### config.mk
export PLATFORM = sky130hd
export DESIGN_NAME = core_mode_reset_boot_control
export DESIGN_NICKNAME = d
export VERILOG_FILES = /design/src/rtl/mode_ctrl_pkg.sv /design/src/rtl/pin_filter.sv /design/src/rtl/core_mode_reset_boot_control.sv
export SDC_FILE = /design/constraint.sdc
export NUM_CORES = 1
export LEC_CHECK = 0
export BUFFER_PORTS_ARGS = -buffer_cell sky130_fd_sc_hd__buf_2
export CAP_MARGIN = 30
export CORE_AREA = 2 2 102 104
export DETAILED_ROUTE_END_ITERATION = 16
export DIE_AREA = 0 0 104 106
export GPL_TIMING_DRIVEN = 1
export HOLD_SLACK_MARGIN = 0.05
export PLACE_DENSITY_LB_ADDON = 0.25
export SLEW_MARGIN = 10
export SYNTH_ARGS = -nofsm -noshare
export SYNTH_HDL_FRONTEND = slang
export SYNTH_SLANG_ARGS = --single-unit
### constraint.sdc
create_clock -name clk -period 5.5 [get_ports clk]
set_clock_uncertainty 0.15 [all_clocks]
set_input_delay 0.275 -clock clk [delete_from_list [all_inputs] [get_ports clk]]
set_output_delay 0.275 -clock clk [all_outputs]
set_load 0.02 [all_outputs]
### src/rtl/mode_ctrl_pkg.sv
package mode_ctrl_pkg;

  // ----------------------------------------
  // widths and reset values
  // ----------------------------------------
  localparam int          RST_SRC_W        = 8;
  localparam int          SRAM_ARR_W       = 8;
  localparam int          BOOT_STAT_W      = 32;
  localparam int          FILT_W_W         = 5;
  localparam logic [7:0]  RST_IRQ_EN_RST   = 8'h00;
  localparam logic [7:0]  SRAM_MASK_RST    = 8'h00;
  localparam logic [31:0] BOOT_STAT_RST    = 32'h0000_0000;
  localparam logic [4:0]  FILT_WIDTH_RST   = 5'h00;

  // ----------------------------------------
  // timing
  // ----------------------------------------
  // warm reset hold-off, in slow-clock cycles
  localparam int          HOLD_SLOW_CYCLES = 258;
  localparam int          HOLD_CNT_W       = 9;

  // ----------------------------------------
  // low power modes and clock gating modes
  // ----------------------------------------
  typedef enum logic [1:0] {
    LP_ACTIVE_SLEEP,
    LP_DEEP_SLEEP,
    LP_POWER_DOWN,
    LP_DEEP_POWER_DOWN
  } low_power_mode_t;

  typedef enum logic [2:0] {
    CG_NONE,
    CG_CORE,
    CG_CORE_PLATFORM,
    CG_ALL_SYSTEM,
    CG_ALL_SYSTEM_LP
  } clock_gate_mode_t;

  typedef enum logic [1:0] {
    HOLD_IDLE,
    HOLD_WAIT,
    HOLD_FIRE
  } hold_state_t;

endpackage : mode_ctrl_pkg

### src/rtl/pin_filter.sv
`timescale 1ns/10ps
`default_nettype none
module pin_filter
  import mode_ctrl_pkg::*;
#(
  parameter int WIDTH_W = FILT_W_W
) (
  // clock and reset
  input  wire logic               clk,
  input  wire logic               rstSync_n,
  // control
  input  wire logic               enable,
  input  wire logic [WIDTH_W-1:0] width,
  // data
  input  wire logic               pinIn,
  output logic                    pinOut
);

  logic [WIDTH_W-1:0] cnt_r;
  logic               out_r;
  wire                differs = (pinIn != out_r);
  wire                settled = (cnt_r >= width);

  // ----------------------------------------
  // glitch filter: a change must persist width+1 cycles
  // ----------------------------------------
  always_ff @(posedge clk or negedge rstSync_n) begin
    if (!rstSync_n) begin
      cnt_r <= '0;
      out_r <= 1'b1;
    end else if (!enable || !differs) begin
      cnt_r <= '0;
      out_r <= pinIn;
    end else if (settled) begin
      cnt_r <= '0;
      out_r <= pinIn;
    end else begin
      cnt_r <= cnt_r + 1'b1;
    end
  end

  assign pinOut = out_r;

endmodule : pin_filter
`default_nettype wire

### src/rtl/core_mode_reset_boot_control.sv
// Operation
// - capture isp boot pin at reset pin release; software may read and clear it
// - force bit asserts boot-config pin on next system reset; writing zero does nothing
// - lock blocks writes to boot status and lock; unlock restores; writable shown
// - per-source enable mask gates system reset interrupt sources
// - readable per-source flags; abort needs source removed, then flag cleared
// - software enable gates non-maskable interrupt from dedicated pin
// - all-mode powered-off sram arrays stay unpowered; masters must not access them
// - low-power-only arrays unpowered in low power; others retain contents
// - each sram mask write replaces the previous mask entirely
// - flash wake option wakes flash on any flash access
// - flash doze option disables flash while core sleeps
// - flash disable option puts flash in low power; clearing options does nothing
// - debug-in-sleep control keeps debug alive in sleep; cleared disables it
// - reset pin config holds low-power filter, reset filter enable and width
// - enabled reset interrupt holds off warm reset for 258 slow-clock cycles
// - low-power filter always, reset filter only active; series when both
`timescale 1ns/10ps
`default_nettype none
module core_mode_reset_boot_control
  import mode_ctrl_pkg::*;
#(
  parameter int SRC_W  = RST_SRC_W,
  parameter int ARR_W  = SRAM_ARR_W,
  parameter int HOLD_N = HOLD_SLOW_CYCLES
) (
  // clock and reset
  input  wire logic                   clk,
  input  wire logic                   reset_n,
  // pins
  input  wire logic                   resetPin_n,
  input  wire logic                   isp_boot_select_pin,
  input  wire logic                   nmiPin,
  input  wire logic                   slow_kilohertz_clock,
  output logic                        bootConfigOut,
  output logic                        nmiOut,
  output logic                        filteredResetPin_n,
  // system reset interrupts
  input  wire logic [SRC_W-1:0]       resetSrcReq,
  input  wire logic [SRC_W-1:0]       rstIrqEnable,
  input  wire logic [SRC_W-1:0]       rstFlagClearWr,
  output logic [SRC_W-1:0]            rstIrqFlags,
  output logic                        rstIrqOut,
  output logic                        warmResetReq,
  // boot capture and force
  output logic                        ispBootLevel,
  input  wire logic                   ispBootClear,
  input  wire logic                   bootForceSet,
  input  wire logic                   systemReset,
  // boot status
  input  wire logic                   bootStatWr,
  input  wire logic [BOOT_STAT_W-1:0] bootStatWrData,
  input  wire logic                   bootLockSet,
  input  wire logic                   bootLockClear,
  output logic [BOOT_STAT_W-1:0]      bootStatus,
  output logic                        bootWritable,
  // nmi, sram, flash, debug
  input  wire logic                   nmiEnable,
  input  wire logic                   sramAllWr,
  input  wire logic                   sramLpWr,
  input  wire logic [ARR_W-1:0]       sramMaskData,
  input  wire logic                   lowPowerActive,
  output logic [ARR_W-1:0]            sramPowerOn,
  input  wire logic                   flashWakeSet,
  input  wire logic                   flashDozeSet,
  input  wire logic                   flashDisableSet,
  input  wire logic                   flashAccess,
  input  wire logic                   coreSleeping,
  output logic                        flashLowPower,
  input  wire logic                   debugInSleep,
  output logic                        debugEnable,
  // reset pin config and low power request
  input  wire logic                   lpFilterEn,
  input  wire logic                   rstFilterEn,
  input  wire logic [FILT_W_W-1:0]    rstFilterWidth,
  input  wire logic                   lpRequest,
  input  wire clock_gate_mode_t       lpClockMode,
  input  wire low_power_mode_t        lpMainMode,
  output clock_gate_mode_t            activeClockMode,
  output low_power_mode_t             activeMainMode
);

  // ----------------------------------------
  // reset release and pin synchronisers
  // ----------------------------------------
  logic [1:0] rstSync_r;
  logic       rstSync_n;
  always_ff @(posedge clk or negedge reset_n) begin
    if (!reset_n) rstSync_r <= 2'b00;
    else          rstSync_r <= {rstSync_r[0], 1'b1};
  end
  assign rstSync_n = rstSync_r[1];
  logic [3:0] pinMeta_r;
  logic [3:0] pinSync_r;
  always_ff @(posedge clk or negedge rstSync_n) begin
    if (!rstSync_n) begin
      pinMeta_r <= 4'h1;
      pinSync_r <= 4'h1;
    end else begin
      pinMeta_r <= {slow_kilohertz_clock, nmiPin, isp_boot_select_pin, resetPin_n};
      pinSync_r <= pinMeta_r;
    end
  end
  wire rstPinS = pinSync_r[0];
  wire ispPinS = pinSync_r[1];
  wire nmiPinS = pinSync_r[2];
  wire slowS   = pinSync_r[3];

  // ----------------------------------------
  // reset pin filters
  // ----------------------------------------
  logic lpFiltOut;
  logic rstFiltOut;
  wire  rstFiltOn = rstFilterEn && !lowPowerActive;

  pin_filter #(.WIDTH_W(FILT_W_W)) u_lp_filter (
    .clk      (clk),
    .rstSync_n(rstSync_n),
    .enable   (lpFilterEn),
    .width    (rstFilterWidth),
    .pinIn    (rstPinS),
    .pinOut   (lpFiltOut)
  );
  pin_filter #(.WIDTH_W(FILT_W_W)) u_rst_filter (
    .clk      (clk),
    .rstSync_n(rstSync_n),
    .enable   (rstFiltOn),
    .width    (rstFilterWidth),
    .pinIn    (lpFiltOut),
    .pinOut   (rstFiltOut)
  );
  assign filteredResetPin_n = rstFiltOut;

  // ----------------------------------------
  // isp boot capture and boot-config force
  // ----------------------------------------
  logic rstPinPrev_r;
  logic ispLevel_r;
  logic forcePend_r;
  logic bootCfg_r;
  wire  rstRelease = rstFiltOut && !rstPinPrev_r;
  always_ff @(posedge clk or negedge rstSync_n) begin
    if (!rstSync_n) begin
      rstPinPrev_r <= 1'b1; // idle-high level: no false release edge
      ispLevel_r   <= 1'b0;
      forcePend_r  <= 1'b0;
      bootCfg_r    <= 1'b0;
    end else begin
      rstPinPrev_r <= rstFiltOut;
      if (rstRelease)        ispLevel_r <= ispPinS;
      else if (ispBootClear) ispLevel_r <= 1'b0;
      if (bootForceSet)      forcePend_r <= 1'b1;
      if (systemReset) begin
        bootCfg_r <= forcePend_r;
        forcePend_r <= bootForceSet;
      end
    end
  end
  assign ispBootLevel  = ispLevel_r;
  assign bootConfigOut = bootCfg_r;

  // ----------------------------------------
  // boot status with lock
  // ----------------------------------------
  logic [BOOT_STAT_W-1:0] bootStat_r;
  logic                   bootLock_r;
  always_ff @(posedge clk or negedge rstSync_n) begin
    if (!rstSync_n) begin
      bootStat_r <= BOOT_STAT_RST;
      bootLock_r <= 1'b0;
    end else if (!bootLock_r) begin
      if (bootStatWr)  bootStat_r <= bootStatWrData;
      if (bootLockSet) bootLock_r <= 1'b1;
    end else if (bootLockClear) begin
      bootLock_r <= 1'b0;
    end
  end
  assign bootStatus   = bootStat_r;
  assign bootWritable = !bootLock_r;

  // ----------------------------------------
  // system reset interrupts and warm reset hold-off
  // ----------------------------------------
  logic [SRC_W-1:0]      flags_r;
  logic [HOLD_CNT_W-1:0] holdCnt_r;
  logic                  slowPrev_r;
  hold_state_t           state_r;
  wire [SRC_W-1:0]       srcEn   = resetSrcReq & rstIrqEnable;
  wire                   anyPend = |flags_r;
  wire                   slowTick = slowS && !slowPrev_r;
  wire                   holdDone = (holdCnt_r == HOLD_CNT_W'(HOLD_N - 1));
  always_ff @(posedge clk or negedge rstSync_n) begin
    if (!rstSync_n) begin
      flags_r    <= '0;
      slowPrev_r <= 1'b0;
      holdCnt_r  <= '0;
      state_r    <= HOLD_IDLE;
    end else begin
      // set wins over write-one-to-clear
      flags_r    <= (flags_r & ~rstFlagClearWr) | srcEn;
      slowPrev_r <= slowS;
      unique case (state_r)
        HOLD_IDLE: begin
          holdCnt_r <= '0;
          if (anyPend) state_r <= HOLD_WAIT;
        end
        HOLD_WAIT: begin
          if (!anyPend) state_r <= HOLD_IDLE;
          else if (slowTick) begin
            if (holdDone) state_r <= HOLD_FIRE;
            else holdCnt_r <= holdCnt_r + 1'b1;
          end
        end
        HOLD_FIRE: begin
          if (!anyPend) state_r <= HOLD_IDLE;
        end
      endcase
    end
  end
  assign rstIrqFlags  = flags_r;
  assign rstIrqOut    = anyPend;
  assign warmResetReq = (state_r == HOLD_FIRE);

  // ----------------------------------------
  // nmi, sram gating, flash, debug
  // ----------------------------------------
  logic [ARR_W-1:0] sramAllOff_r;
  logic [ARR_W-1:0] sramLpOff_r;
  logic             fWake_r;
  logic             fDoze_r;
  logic             fDis_r;
  logic             nmi_r;
  always_ff @(posedge clk or negedge rstSync_n) begin
    if (!rstSync_n) begin
      sramAllOff_r <= SRAM_MASK_RST;
      sramLpOff_r  <= SRAM_MASK_RST;
      fWake_r      <= 1'b0;
      fDoze_r      <= 1'b0;
      fDis_r       <= 1'b0;
      nmi_r        <= 1'b0;
    end else begin
      if (sramAllWr) sramAllOff_r <= sramMaskData;
      if (sramLpWr)  sramLpOff_r  <= sramMaskData;
      if (flashWakeSet)    fWake_r <= 1'b1;
      if (flashDozeSet)    fDoze_r <= 1'b1;
      if (flashDisableSet) fDis_r  <= 1'b1;
      nmi_r <= nmiEnable && nmiPinS;
    end
  end
  assign nmiOut = nmi_r;
  assign sramPowerOn = ~(sramAllOff_r | (lowPowerActive ? sramLpOff_r : '0));
  wire   flashWoken = fWake_r && flashAccess;
  assign flashLowPower = ((fDis_r) || (fDoze_r && coreSleeping)) && !flashWoken;
  assign debugEnable   = !coreSleeping || debugInSleep;

  // ----------------------------------------
  // low power request latch
  // ----------------------------------------
  clock_gate_mode_t cgMode_r;
  low_power_mode_t  lpMode_r;
  always_ff @(posedge clk or negedge rstSync_n) begin
    if (!rstSync_n) begin
      cgMode_r <= CG_NONE;
      lpMode_r <= LP_ACTIVE_SLEEP;
    end else if (lpRequest) begin
      cgMode_r <= lpClockMode;
      lpMode_r <= lpMainMode;
    end
  end
  assign activeClockMode = cgMode_r;
  assign activeMainMode  = lpMode_r;

  // ----------------------------------------
  // checks
  // ----------------------------------------
  chk_flag_clear_one: assert property (@(posedge clk) disable iff (!rstSync_n)
    (rstFlagClearWr[0] && !srcEn[0]) |=> !flags_r[0]) else $error("flag not cleared by write one");
  chk_flag_mask_src: assert property (@(posedge clk) disable iff (!rstSync_n)
    (!flags_r[0] && !srcEn[0]) |=> !flags_r[0]) else $error("masked source raised flag");
  chk_abort_hold: assert property (@(posedge clk) disable iff (!rstSync_n)
    !anyPend |=> !warmResetReq) else $error("warm reset without pending flag");
  chk_lock_blocks: assert property (@(posedge clk) disable iff (!rstSync_n)
    bootLock_r |=> $stable(bootStat_r)) else $error("boot status changed while locked");
  chk_isp_capture: assert property (@(posedge clk) disable iff (!rstSync_n)
    rstRelease |=> (ispLevel_r == $past(ispPinS))) else $error("isp level not captured");
  chk_sram_all_off: assert property (@(posedge clk) disable iff (!rstSync_n)
    (sramAllOff_r & sramPowerOn) == '0) else $error("sram powered while all-mode off");
  chk_sram_replace: assert property (@(posedge clk) disable iff (!rstSync_n)
    sramAllWr |=> (sramAllOff_r == $past(sramMaskData))) else $error("sram mask not replaced");
  chk_flash_doze: assert property (@(posedge clk) disable iff (!rstSync_n)
    (fDoze_r && coreSleeping && !flashAccess) |-> flashLowPower) else $error("flash not dozed in sleep");
  chk_debug_sleep: assert property (@(posedge clk) disable iff (!rstSync_n)
    (coreSleeping && !debugInSleep) |-> !debugEnable) else $error("debug alive in sleep");

endmodule : core_mode_reset_boot_control
`default_nettype wire

==> results.md <==
- Run status: complete, no violations
- Drt total wl: 10.5 mm
- Fmax: 440 MHz
- DP HPWL: 6.88 mm
- Placed cell count: 627
- Number of synthesized flops with an enable pin: 0
- Endpoint class of the critical path: primary output
- CP bufs+invs: 1
- Iter 0 DRT Violations: 88
- Most numerous cell in the Yosys netlist: dfrtp_1
- Initial core utilization: a little over two fifths
- Final ANT Viol Nets: 0
- Synth area leaders: dfrtp_1 (57%), mux2_2 (14%), ha_1 (4.9%), dfstp_2 (3.0%), inv_1 (2.2%)
- Io pins: 161
- Total global routing track utilization: 20.3%
- Drt drc: 0
- Final period utilization: 41.3%
- Min-delay worst type: input pin to asynchronous set/reset pin
- Clk sinks: 104
- Synth Instances: around 340
- Root buffer cell: clkbuf_8
- Diode count: 0
- Least-Margin Pin Slew: 0.739 ns
- Relative slew margins: 50.5%
- Post-CTS Setup Inserts: 0
- H-tree Lvls: 3
- Largest net degree at the start of global routing: 54
- CP Launch Type: register
- Cts bufs inserted: 9
- Critical path peak fanout: 7
- Fin Setup TNS: 0 ns
- Synth warn: 0
- Vias in the first global route: roughly 3,800
- Clk slew on worst S/H paths: 0.10 ns
- Clk buf depth: 2
- Clk_lat worst skew: 0.36 ns
- Mean Syn Cell Area: 12.8 sq um
- Post-synthesis sequential area ratio: 60.1%
- Family with the most delay on the worst path: simple AND/OR/NAND/NOR gates
- CP Data Required Time: 5.08 ns
- Die Span Y: around 110 um
- Worst path slowest cell: or4_4
- Finished layout cell area: roughly 0.0063 sq mm
- Worst path arrival time: between 1.5 and 2 ns
- Reg2reg end: bootStatus[22]
- Top-area cell type share of the netlist area: 57.1%
- Vias per cell: just under 5
- GRT overflow: 0
- Area grow syn2layout: 44.3%
- Horiz. Die Dim: between 100 and 150 um
- Cell taking the most area after synthesis: dfrtp_1
- Die area: 0.0110 sq mm
- Post-DR wirelength/cell: between 10 and 15 um
- Slack of the worst reg-to-reg path: ~3.5 ns
- Pleak: approximately 3.0 nW
- # port buffers: 160
- Fillers: 786
- Ys flop type: dfrtp_1
- CP peak stage delay: 0.55 ns
- Cell area after synthesis: around 0.0043 sq mm
- Post-synth ARST share: 100%
- DRT Pass-1 Iters: 4
- Minimum clock period: about 2.3 ns
- Placed Area: 0.00530 sq mm
- Resized cells post-CTS: 0
- Initial antenna violation count: 0
- VDD IR max: just under 0.2 mV
- Core area: 0.0100 sq mm
- Nets@finish: 694
- Row cnt: 37
- First-pass GRT wire length: 17.7 mm
- GP Congestion: 0.787
- Post-synthesis cell type count: 47
- Post-Syn Nets: between 400 and 500
- Pwr Density: 307 mW/mm^2
- Layout Cells excl Fill: 719
- Synth cell count leaders: dfrtp_1 (99), mux2_2 (54), inv_1 (25)
- Via count: 3,499
- Share of cells above drive strength 1: 42.2%
- CTS tree: built
- Reg-to-reg startpoint: bootLock_r
- Worst path cell trace: or4_4, or2_1, buf_2
- Final Hold Vio Count: 0
- RSZ-0062 raised after global routing: no
- Critical path type: register to primary output
- Final setup viols: 0
- Synthesized flop and latch total: 104
- Max capacitance violation total: 0
- Slew Viols, Final: 0
- R2R cell count: 3
power by group:
part	internal, mW	switching, mW
Combinational	0.228	0.270
Sequential	0.867	0.0719
Clock	0.234	0.255
Total	1.33	0.597
per-layer routing:
| layer | wire (um) | up-vias | global-route usage [%] |
|---|---|---|---|
| met3 | 562 | 18 | 5.33 |
| met5 | 0 | - | 0 |
| met1 | 4160 | 1722 | 23.2 |
| met4 | 213 | 0 | 8.01 |
| met2 | 5540 | 104 | 36.2 |
| li1 | - | 1655 | - |
logic make-up after synthesis:
group                    count (synthesis)  share of synthesized area, %
AO/OA/AOI/OAI                           48                          6.89
XOR/XNOR                                 7                          1.41
adder cells (fa/ha/maj)                 17                          4.90
buffers and inverters                   34                          2.97
flip-flops                             104                          60.1
multiplexers                            61                          15.7
other                                    1                        0.0864
AND/OR/NAND/NOR                         66                          7.93
state kept, by name, indices dropped and copies added, names as in the netlist, 2 cells and up:
signal,flops
pinSync_r,4
rstSync_r,2
activeClockMode,3
u_rst_filter.cnt_r,5
sramAllOff_r,8
rstIrqFlags,8
bootStatus,32
sramLpOff_r,8
state_r,2
activeMainMode,2
u_lp_filter.cnt_r,5
holdCnt_r,9
pinMeta_r,4
what timing repair did:
item,4_1_cts,5_1_grt
hold buffers,76,0
setup endpoints to repair,0,0
hold endpoints to repair,75,0
final cells by class:
| type | count | area (sq um) | area share [%] |
|---|---|---|---|
| Inverter | 25 | 93.8 | 1.50 |
| Multi-Input combinational cell | 200 | 1600 | 25.6 |
| Clock buffer | 11 | 151 | 2.42 |
| Sequential cell | 104 | 2610 | 41.7 |
| Clock inverter | 5 | 55.1 | 0.879 |
| Tap cell | 136 | 170 | 2.72 |
| Timing Repair Buffer | 238 | 1580 | 25.2 |
stage by stage:
step	utilization (%)	power [mW]	hold WS (ns)	setup slack [ns]
floorplan	-	1.23	-0.171	2.25
global placement	53.0	1.39	-0.0883	3.52
detailed placement	53.0	1.40	-0.0831	3.45
CTS	62.6	1.94	0.0615	3.21
global route	62.6	2.04	0.0608	3.13
finish	62.6	1.93	0.0761	3.23
how the worst max path moves through the flow:
stage              startpoint                  to  slack, ns  cells after the start
2_1_floorplan    rstSync_r[1]  activeClockMode[0]       2.25                      0
6_report       rstIrqFlags[4]           rstIrqOut       3.23                      3
5_1_grt        rstIrqFlags[4]           rstIrqOut       3.13                      3
3_5_place_dp       bootLock_r       bootStatus[4]       3.45                      3
3_3_place_gp       bootStatWr      bootStatus[23]       3.52                      4
4_1_cts        rstIrqFlags[4]           rstIrqOut       3.21                      3
placed cells by master, fill, tap and decap left out, drive strengths merged, types with 2 or more instances in the layout:
| master | n |
|---|---|
| ha | 17 |
| clkbuf | 11 |
| nor2b | 3 |
| o21ai | 15 |
| clkinv | 2 |
| nor4b | 3 |
| buf | 162 |
| inv | 25 |
| or2 | 4 |
| nand4 | 3 |
| a21o | 2 |
| dfstp | 5 |
| clkinvlp | 2 |
| a31oi | 2 |
| dlygate4sd3 | 76 |
| nor2 | 13 |
| a41oi | 2 |
| nand2b | 4 |
| xnor2 | 3 |
| nand2 | 20 |
| or4 | 2 |
| or3 | 2 |
| nand3 | 7 |
| mux2 | 56 |
| a21oi | 15 |
| dfrtp | 99 |
| xor2 | 4 |
| mux2i | 5 |
No activity file was read; power rests on OpenSTA's default activity.
